==> config.mk <==
export PLATFORM = sky130hd
export DESIGN_NAME = mawm_top
export DESIGN_NICKNAME = d
export VERILOG_FILES = /design/src/mawm_history.v /design/src/mawm_top.v
export VERILOG_INCLUDE_DIRS = /design/src
export SDC_FILE = /design/constraint.sdc
export NUM_CORES = 1
export LEC_CHECK = 0
export ABC_AREA = 1
export ABC_CLOCK_PERIOD_IN_PS = 2400
export BUFFER_PORTS_ARGS = -buffer_cell sky130_fd_sc_hd__buf_2
export CELL_PAD_IN_SITES_DETAIL_PLACEMENT = 1
export CELL_PAD_IN_SITES_GLOBAL_PLACEMENT = 1
export CORE_UTILIZATION = 25
export CTS_BUF_LIST = sky130_fd_sc_hd__clkbuf_16
export DETAILED_ROUTE_END_ITERATION = 6
export PLACE_DENSITY_LB_ADDON = 0.1
export SYNTH_ARGS = -nofsm -noshare
export SYNTH_HDL_FRONTEND = slang
export SYNTH_HIERARCHICAL = 1
export SYNTH_SLANG_ARGS = --single-unit
==> constraint.sdc <==
create_clock -name CLOCK -period 2.4 [get_ports CLOCK]
set_clock_uncertainty 0.15 [all_clocks]
set_input_delay 0.6 -clock CLOCK [delete_from_list [all_inputs] [get_ports CLOCK]]
set_output_delay 0.6 -clock CLOCK [all_outputs]
set_load 0.005 [all_outputs]
==> src/mawm_map.vh <==
// Constants for the motor alarm and warning manager
//
// Contract
// (RULE1) Thermal protector open raises overheat alarm
// (RULE2) Shaft locked past set time raises lock alarm
// (RULE3) Speed above 2300 r/min raises overspeed alarm
// (RULE4) Speed above 2100 r/min drives brake current
// (RULE5) Store failure alarm ignores fault-clear input
// (RULE6) Run input at power-up alarms, self-clears later
// (RULE7) Power-on run alarm can be disabled, default on
// (RULE8) Assigned external fault input low raises stop alarm
// (RULE9) Fault-clear acts on rising edge only
// (RULE10) Fault-clear ignored while any run input active
// (RULE11) Panel reset and power cycle also clear alarms
// (RULE12) Host drops run inputs before any reset
// (RULE13) Keep nine-entry alarm history, newest first
// (RULE14) History clear erases; display blinks meanwhile
// (RULE15) Any warning drives caution output, unmapped by default
// (RULE16) Warning history volatile, lost at power-off
// (RULE17) Lock of one second raises non-stop warning
// (RULE18) Run function mapped onto active terminal: warn, stop
// (RULE19) Leaving test after inching with run active: warn, stop
// (RULE20) Alarm: coast, fault output low, lamp, code shown
// (RULE21) Warning output drops when its cause clears
// (RULE22) Alarms latch until reset, power-on alarm self-clears
`ifndef MAWM_MAP_VH
`define MAWM_MAP_VH
// Alarm codes, shown as two hexadecimal digits
`define MAWM_AL_NONE 8'h00
`define MAWM_AL_OVERHEAT 8'h25
`define MAWM_AL_LOCK 8'h28
`define MAWM_AL_OVERSPEED 8'h31
`define MAWM_AL_STORE 8'h41
`define MAWM_AL_POWERON 8'h45
`define MAWM_AL_EXTSTOP 8'h6e
// Warning codes
`define MAWM_WN_LOCK 8'h30
`define MAWM_WN_OPERR 8'h6f
// Speed thresholds in r/min
`define MAWM_SPEED_ALARM 12'd2300
`define MAWM_SPEED_BRAKE 12'd2100
// Lock warning time and cycle count at 40 MHz
`define MAWM_CLK_HZ 40000000
`define MAWM_LOCK_WARN_MS 1000
`define MAWM_LOCK_WARN_CYC ((`MAWM_CLK_HZ / 1000) * `MAWM_LOCK_WARN_MS)
// History depth and erase duration in cycles per entry
`define MAWM_HIST_DEPTH 9
`define MAWM_ERASE_CYC 16'd40000
`endif

==> src/mawm_history.v <==
// Nine-entry alarm history shift store with timed erase
`timescale 1ns/100ps
`default_nettype none
`include "mawm_map.vh"
module mawm_history (
   input wire clock,
   input wire srst,
   input wire push,
   input wire [7:0] code_in,
   input wire erase_req,
   input wire [3:0] read_index,
   output reg [7:0] read_code,
   output reg erasing
);
   reg [7:0] entry [0:`MAWM_HIST_DEPTH-1];
   reg [15:0] erase_cnt;
   reg [3:0] erase_pos;
   integer i;

   // Newest at index 0; push shifts older ones down, oldest falls off
   always @(posedge clock) begin
      if (srst) begin
         erasing <= 1'b0;
         erase_cnt <= 16'h0000;
         erase_pos <= 4'h0;
         read_code <= 8'h00;
      end else begin
         read_code <= (read_index < `MAWM_HIST_DEPTH) ? entry[read_index] : 8'h00; // RULE13
         if (erasing) begin
            // Slow erase models a store write per entry; display blinks meanwhile
            if (erase_cnt == `MAWM_ERASE_CYC - 16'h0001) begin
               erase_cnt <= 16'h0000;
               entry[erase_pos] <= `MAWM_AL_NONE; // RULE14
               if (erase_pos == `MAWM_HIST_DEPTH - 1)
                  erasing <= 1'b0; // RULE14
               else
                  erase_pos <= erase_pos + 4'h1;
            end else begin
               erase_cnt <= erase_cnt + 16'h0001;
            end
         end else if (erase_req) begin
            erasing <= 1'b1; // RULE14
            erase_pos <= 4'h0;
            erase_cnt <= 16'h0000;
         end else if (push) begin
            for (i = `MAWM_HIST_DEPTH - 1; i > 0; i = i - 1)
               entry[i] <= entry[i-1]; // RULE13
            entry[0] <= code_in;
         end
      end
   end
endmodule // mawm_history
`default_nettype wire

==> src/mawm_top.v <==
// Motor alarm and warning manager top level
`timescale 1ns/100ps
`default_nettype none
`include "mawm_map.vh"
module mawm_top #(
   parameter [31:0] LOCK_WARN_CYC = `MAWM_LOCK_WARN_CYC
) (
   input wire CLOCK,
   input wire SRST,
   input wire THERMAL_OPEN,
   input wire SHAFT_LOCKED,
   input wire [11:0] SHAFT_SPEED,
   input wire [31:0] LOCK_ALARM_CYC,
   input wire STORE_FAIL,
   input wire FORWARD_RUN_INPUT,
   input wire REVERSE_RUN_INPUT,
   input wire POWERON_ALARM_ENABLE,
   input wire EXT_FAULT_ASSIGNED,
   input wire EXTERNAL_FAULT_INPUT,
   input wire FAULT_CLEAR,
   input wire PANEL_RESET,
   input wire HIST_CLEAR,
   input wire [3:0] HIST_INDEX,
   input wire RUN_MAP_WRITE,
   input wire RUN_MAP_TERM_ACTIVE,
   input wire TEST_MODE,
   input wire INCHING_RUN,
   input wire CAUTION_ASSIGNED,
   input wire CAUTION_CLEAR,
   output reg ALARM_OUT,
   output reg ALARM_LED,
   output reg [7:0] ALARM_CODE,
   output reg MOTOR_COAST,
   output reg MOTOR_STOP,
   output reg BRAKE_CURRENT,
   output reg THERMAL_OPEN_OUTPUT,
   output reg CAUTION_OUTPUT,
   output reg CAUTION_TERMINAL,
   output reg [7:0] CAUTION_CODE,
   output reg [7:0] HIST_CODE,
   output reg DISPLAY_BLINK
);
   // Alarm state, one-hot
   localparam [2:0] ST_POWERUP = 3'b001;
   localparam [2:0] ST_NORMAL = 3'b010;
   localparam [2:0] ST_ALARM = 3'b100;

   reg [2:0] state;
   reg [7:0] code;
   reg [31:0] lock_cnt;
   reg fault_clear_d;
   reg test_d;
   reg inched;
   reg operr;
   reg push;
   reg [7:0] push_code;
   reg [7:0] next_code;
   wire run_any;
   wire clear_edge;
   wire panel_ok;
   wire lock_warn;
   wire [7:0] hist_code;
   wire hist_busy;

   // Ranks new alarm causes; store failure outranks the rest
   function [7:0] mawm_cause;
      input store, therm, over, lockd, ext;
      begin
         if (store)
            mawm_cause = `MAWM_AL_STORE;
         else if (therm)
            mawm_cause = `MAWM_AL_OVERHEAT;
         else if (over)
            mawm_cause = `MAWM_AL_OVERSPEED;
         else if (lockd)
            mawm_cause = `MAWM_AL_LOCK;
         else if (ext)
            mawm_cause = `MAWM_AL_EXTSTOP;
         else
            mawm_cause = `MAWM_AL_NONE;
      end
   endfunction

   assign run_any = FORWARD_RUN_INPUT | REVERSE_RUN_INPUT;
   // Edge only, and never while a run input is on
   assign clear_edge = FAULT_CLEAR & ~fault_clear_d & ~run_any; // RULE9 RULE10
   // Host is expected to drop the run inputs first; panel reset obeys too
   assign panel_ok = PANEL_RESET & ~run_any;
   assign lock_warn = SHAFT_LOCKED && (lock_cnt >= LOCK_WARN_CYC); // RULE17

   // Lock duration counter, saturating so it never wraps back to zero
   always @(posedge CLOCK) begin
      if (SRST)
         lock_cnt <= 32'h00000000;
      else if (!SHAFT_LOCKED)
         lock_cnt <= 32'h00000000;
      else if (lock_cnt != 32'hffffffff)
         lock_cnt <= lock_cnt + 32'h00000001;
   end

   // Next alarm code from the current state and causes
   always @* begin
      next_code = code;
      case (state)
         ST_POWERUP: begin
            if (POWERON_ALARM_ENABLE && run_any) // RULE6 RULE7
               next_code = `MAWM_AL_POWERON;
            else
               next_code = mawm_cause(STORE_FAIL, THERMAL_OPEN, SHAFT_SPEED > `MAWM_SPEED_ALARM,
                  SHAFT_LOCKED && (lock_cnt > LOCK_ALARM_CYC), EXT_FAULT_ASSIGNED & ~EXTERNAL_FAULT_INPUT);
         end
         ST_NORMAL: begin
            next_code = mawm_cause(STORE_FAIL, THERMAL_OPEN, // RULE1
               SHAFT_SPEED > `MAWM_SPEED_ALARM, // RULE3
               SHAFT_LOCKED && (lock_cnt > LOCK_ALARM_CYC), // RULE2
               EXT_FAULT_ASSIGNED & ~EXTERNAL_FAULT_INPUT); // RULE8
         end
         ST_ALARM: begin
            if (code == `MAWM_AL_POWERON) begin
               if (!run_any)
                  next_code = `MAWM_AL_NONE; // RULE6 RULE22
            end else if (code == `MAWM_AL_STORE) begin
               if (panel_ok)
                  next_code = `MAWM_AL_NONE; // RULE5 RULE11
            end else if (clear_edge || panel_ok) begin
               next_code = `MAWM_AL_NONE; // RULE9 RULE11 RULE22
            end
         end
         default: next_code = `MAWM_AL_NONE;
      endcase
   end

   // Alarm latch; a synchronous reset stands in for a control power cycle
   always @(posedge CLOCK) begin
      if (SRST) begin
         state <= ST_POWERUP; // RULE11
         code <= `MAWM_AL_NONE;
         fault_clear_d <= 1'b0;
         push <= 1'b0;
         push_code <= 8'h00;
      end else begin
         fault_clear_d <= FAULT_CLEAR;
         push <= 1'b0;
         code <= next_code;
         case (state)
            ST_POWERUP: begin
               if (next_code != `MAWM_AL_NONE) begin
                  state <= ST_ALARM;
                  push <= 1'b1;
                  push_code <= next_code;
               end else begin
                  state <= ST_NORMAL;
               end
            end
            ST_NORMAL: begin
               if (next_code != `MAWM_AL_NONE) begin
                  state <= ST_ALARM; // RULE22
                  push <= 1'b1; // RULE13
                  push_code <= next_code;
               end
            end
            ST_ALARM: begin
               if (next_code == `MAWM_AL_NONE)
                  state <= ST_NORMAL;
            end
            default: state <= ST_NORMAL;
         endcase
      end
   end

   // Operation error: run remap onto a live terminal, or leaving test after inching
   always @(posedge CLOCK) begin
      if (SRST) begin
         test_d <= 1'b0;
         inched <= 1'b0;
         operr <= 1'b0;
      end else begin
         test_d <= TEST_MODE;
         if (!TEST_MODE)
            inched <= 1'b0;
         else if (INCHING_RUN)
            inched <= 1'b1;
         if (RUN_MAP_WRITE && RUN_MAP_TERM_ACTIVE)
            operr <= 1'b1; // RULE18
         else if (test_d && !TEST_MODE && inched && run_any)
            operr <= 1'b1; // RULE19
         else if (!run_any)
            operr <= 1'b0; // RULE21
      end
   end

   // Registered outputs; caution history is plain flops, lost at power-off
   always @(posedge CLOCK) begin
      if (SRST) begin
         ALARM_OUT <= 1'b0;
         ALARM_LED <= 1'b0;
         ALARM_CODE <= 8'h00;
         MOTOR_COAST <= 1'b0;
         MOTOR_STOP <= 1'b0;
         BRAKE_CURRENT <= 1'b0;
         THERMAL_OPEN_OUTPUT <= 1'b0;
         CAUTION_OUTPUT <= 1'b0;
         CAUTION_TERMINAL <= 1'b0;
         CAUTION_CODE <= 8'h00; // RULE16
         HIST_CODE <= 8'h00;
         DISPLAY_BLINK <= 1'b0;
      end else begin
         ALARM_OUT <= (state != ST_ALARM) && (state != ST_POWERUP); // RULE20
         ALARM_LED <= (state == ST_ALARM); // RULE20
         ALARM_CODE <= code; // RULE20
         MOTOR_COAST <= (state == ST_ALARM); // RULE20
         MOTOR_STOP <= operr; // RULE18 RULE19
         BRAKE_CURRENT <= (SHAFT_SPEED > `MAWM_SPEED_BRAKE); // RULE4
         THERMAL_OPEN_OUTPUT <= THERMAL_OPEN;
         CAUTION_OUTPUT <= lock_warn | operr; // RULE15 RULE21
         // Terminal stays dark unless software assigns the caution signal
         CAUTION_TERMINAL <= CAUTION_ASSIGNED & (lock_warn | operr); // RULE15
         if (CAUTION_CLEAR)
            CAUTION_CODE <= 8'h00;
         if (operr)
            CAUTION_CODE <= `MAWM_WN_OPERR; // RULE16
         else if (lock_warn)
            CAUTION_CODE <= `MAWM_WN_LOCK; // RULE17
         HIST_CODE <= hist_code;
         DISPLAY_BLINK <= hist_busy; // RULE14
      end
   end

   mawm_history u_history (
      .clock(CLOCK),
      .srst(SRST),
      .push(push),
      .code_in(push_code),
      .erase_req(HIST_CLEAR),
      .read_index(HIST_INDEX),
      .read_code(hist_code),
      .erasing(hist_busy)
   );
endmodule // mawm_top
`default_nettype wire

==> summary.md <==
| Metric | Value |
|---|---|
| I/O Pins | 100 |
| Achievable frequency | 405 MHz |
| Setup Viol. Count Final | 8 |
| Final Hold Violating Endpoints | 0 |
| First-pass GRT wire length | 44.6 mm |
| Syn Nets | 1354 |
| Fin nets | 1542 |
| Hold Buf Count CTS | 0 |
| Yosys warning count | 6 |
| First-pass DRT Iterations | 4 |
| Largest net degree at the start of global routing | 53 |
| Final worst path period need | 2.47 ns |
| Layout fillers | 4555 |
| CTS sink cnt | 184 |
| CP Class | reg -> reg |
| Syn-to-layout area delta | 29.9% |
| Non-Filler Instances | 1960 |
| Via count | 8476 |
| Dpl cells | 1921 |
| Slew Limit Fails | 0 |
| Post-Place Cell Area | 11500 µm² |
| Clk pin slew, worst setup/hold paths | 0.09 ns |
| Root Buffer | clkbuf_16 |
| Worst skew pair latency | 0.46 ns |
| Design area | 12400 µm² |
| Gpl congestion | 0.782 |
| Htree depth | 4 |
| DP Wirelength | 21.1 mm |
| Die Span Y | 197 µm |
| Layout cells sized above 1 | 26.2% |
| Max IR drop VDD | 443 µV |
| Number of diodes | 0 |
| Failing checks | negative setup slack |
| Outcome | finished with violations |
| DRC violations left | 0 |
| Period utilization | 103% |
| EDFF count, synth | 72 |
| LEAKAGE | 5.58 nW |
| Post-Syn Area per Cell | 7.65 µm² |
| Routed length on met3 | 580 µm |
| Num rows | 71 |
| Die Footprint | 39000 µm² |
| Core Area | 37600 µm² |
| Initial core utilization | 25.4% |
| Total GRT Usage | 14.6% |
| Worst setup SP type | register |
| Worst-Margin Slew | 0.608 ns |
| Setup crit end kind | register |
| Cells after synthesis | 1248 |
| Highest routed metal layer | met5 |
| WP data arrival | 2.66 ns |
| Ys flop type | dfxtp_1 |
| Buffers on Ports | 98 |
| Final setup margin | -0.0683 ns |
| Max-slew headroom | 59.5% |
| Hold_ws | 0.204 ns |
| Final Core Density | 33.0% |
| Worst Path Required | 2.60 ns |
| Vias in the first global route | 8734 |
| Unique masters post-synth | 47 |
| Initial DRC count | 198 |
| Register area share after synthesis | 46.1% |
| CTS buffer count | 17 |
| Initial antenna violation count | 1 |
| Die W | 197 µm |
| FFs w/ async S/R, synth | 0% |
| CTS tree | built |
| Max Cap Violations | 0 |
| Yosys reg bits | 184 |
| Via density | 4.32 |
| Crit-path max FO | 8 |
| Met1 wire length | 13.1 mm |
| Pwr dens | 576 nW/µm² |
| TNS Setup | -0.300 ns |
| Wire per inst | 13.9 µm |
| RSZ-0062 raised after global routing | true |
| Worst min path class | in -> reg |
| Grt ovf | 0 |
| Final ANT Viol Nets | 0 |
| Clock Path Buffers | 2 |
| Post-Syn Area | 9550 µm² |
| WL met2 | 13.3 mm |
| WL final | 27.2 mm |
-- where the power goes --
part	internal [W]	switching [W]
clock network	0.00150	0.00141
registers	0.00335	0.0000552
logic	0.000320	0.000497
total	0.00517	0.00197
-- critical path, cell delays in order (launching register included) --
cell	delay, ns
dfxtp_2	0.34
ha_4	0.27
nand2_2	0.06
nor2_4	0.13
nand4_1	0.15
nor2_4	0.17
nand2_1	0.08
nand2_2	0.09
nand2_4	0.09
nand2_2	0.07
nand2_1	0.05
nand2_1	0.06
nand2_1	0.06
nor2_1	0.13
nand3_2	0.14
nand2_4	0.15
inv_2	0.05
nor2_1	0.08
nor2_1	0.05
-- Yosys cell counts, types with 6 or more instances --
cell / n / area (µm²)
inv_2: 6 / 22.5
dfxtp_1: 112 / 2240
xnor2_1: 6 / 52.6
inv_1: 219 / 822
o21ai_0: 80 / 400
nor2_2: 9 / 56.3
nor3_1: 18 / 90.1
nor2_1: 175 / 657
buf_2: 17 / 85.1
nand2_1: 206 / 773
nand3_1: 81 / 405
edfxtp_1: 72 / 2160
buf_4: 8 / 60.1
nor4_1: 6 / 37.5
xor2_1: 11 / 96.3
nand2_2: 8 / 50.1
clkbuf_1: 12 / 45.0
ha_1: 39 / 488
a21oi_1: 99 / 495
nand4_1: 16 / 100
-- metrics by stage --
step / worst slack [ns] / power [W]
2_1_floorplan: -0.0195 / 0.00395
3_3_place_gp: -0.801 / 0.00428
3_5_place_dp: -0.854 / 0.00430
4_1_cts: -0.0587 / 0.00729
5_1_grt: -0.252 / 0.00748
6_report: -0.0683 / 0.00714
-- sequential cells by signal, summed over array words and instances (netlist names), 3 cells and up --
| signal | flops |
|---|---|
| ALARM_CODE | 8 |
| CAUTION_CODE | 3 |
| HIST_CODE | 8 |
| code | 8 |
| lock_cnt | 32 |
| push_code | 8 |
| state | 3 |
| u_history/entry | 72 |
| u_history/erase_cnt | 16 |
| u_history/erase_pos | 4 |
| u_history/read_code | 8 |
-- worst paths after layout --
check | cells after the start | end | slack (ns) | start
hold reg to reg | 2 | HIST_CODE[4] | 0.25 | u_history/read_code[4]
setup reg to reg | 18 | push_code[2] | -0.07 | lock_cnt[21]
setup / recovery | 18 | push_code[2] | -0.07 | lock_cnt[21]
hold / removal | 3 | fault_clear_d | 0.20 | FAULT_CLEAR
-- logic make-up (layout without fill, tap and decap cells) --
family	after synthesis	in the layout	synth area share, %
and+or+nand+nor	542	542	25.3
buffers and inverters	267	468	11.1
AOI/OAI and AO/OA	198	198	10.8
DFF	184	184	46.1
adders and majority gates	39	39	5.11
xor gates and xnor gates	17	17	1.56
other	1	1	0.0393
-- final cells by class --
| cell class | instances | area, µm² | share of cell area, % |
|---|---|---|---|
| Inverter | 228 | 873 | 7.04 |
| Clock buffer | 17 | 425 | 3.43 |
| Timing Repair Buffer | 208 | 1350 | 10.9 |
| Sequential cell | 184 | 4440 | 35.8 |
| Clock inverter | 15 | 173 | 1.39 |
| Tap cell | 511 | 639 | 5.16 |
| Multi-Input combinational cell | 797 | 4500 | 36.3 |
-- layer usage --
layer / up-vias / GRT usage, %
li1: 4369 / -
met1: 4015 / 18.2
met2: 70 / 25.7
met3: 20 / 2.13
met4: 2 / 4.13
met5: - / 0
-- timing repair --
| action | 4_1_cts | 5_1_grt |
|---|---|---|
| endpoints found under the hold margin | 0 | 0 |
| resized for setup | 38 | 31 |
| setup endpoints to repair | 16 | 49 |
| pin swaps | 23 | 19 |
| buffers inserted | 4 | 3 |
-- cell usage in the layout (no fill, tap or decap), types with 19 or more instances in the layout --
cell type,netlist,routed
ha_4,0,20
a21oi_1,99,92
nand2_2,8,24
buf_4,8,107
nor2_1,175,169
o21ai_0,80,77
inv_1,219,199
edfxtp_1,72,72
inv_2,6,22
ha_1,39,19
dfxtp_1,112,93
nand3_1,81,72
buf_2,17,98
nand2_1,206,189
Note: power is estimated with default switching activity, not from simulation.
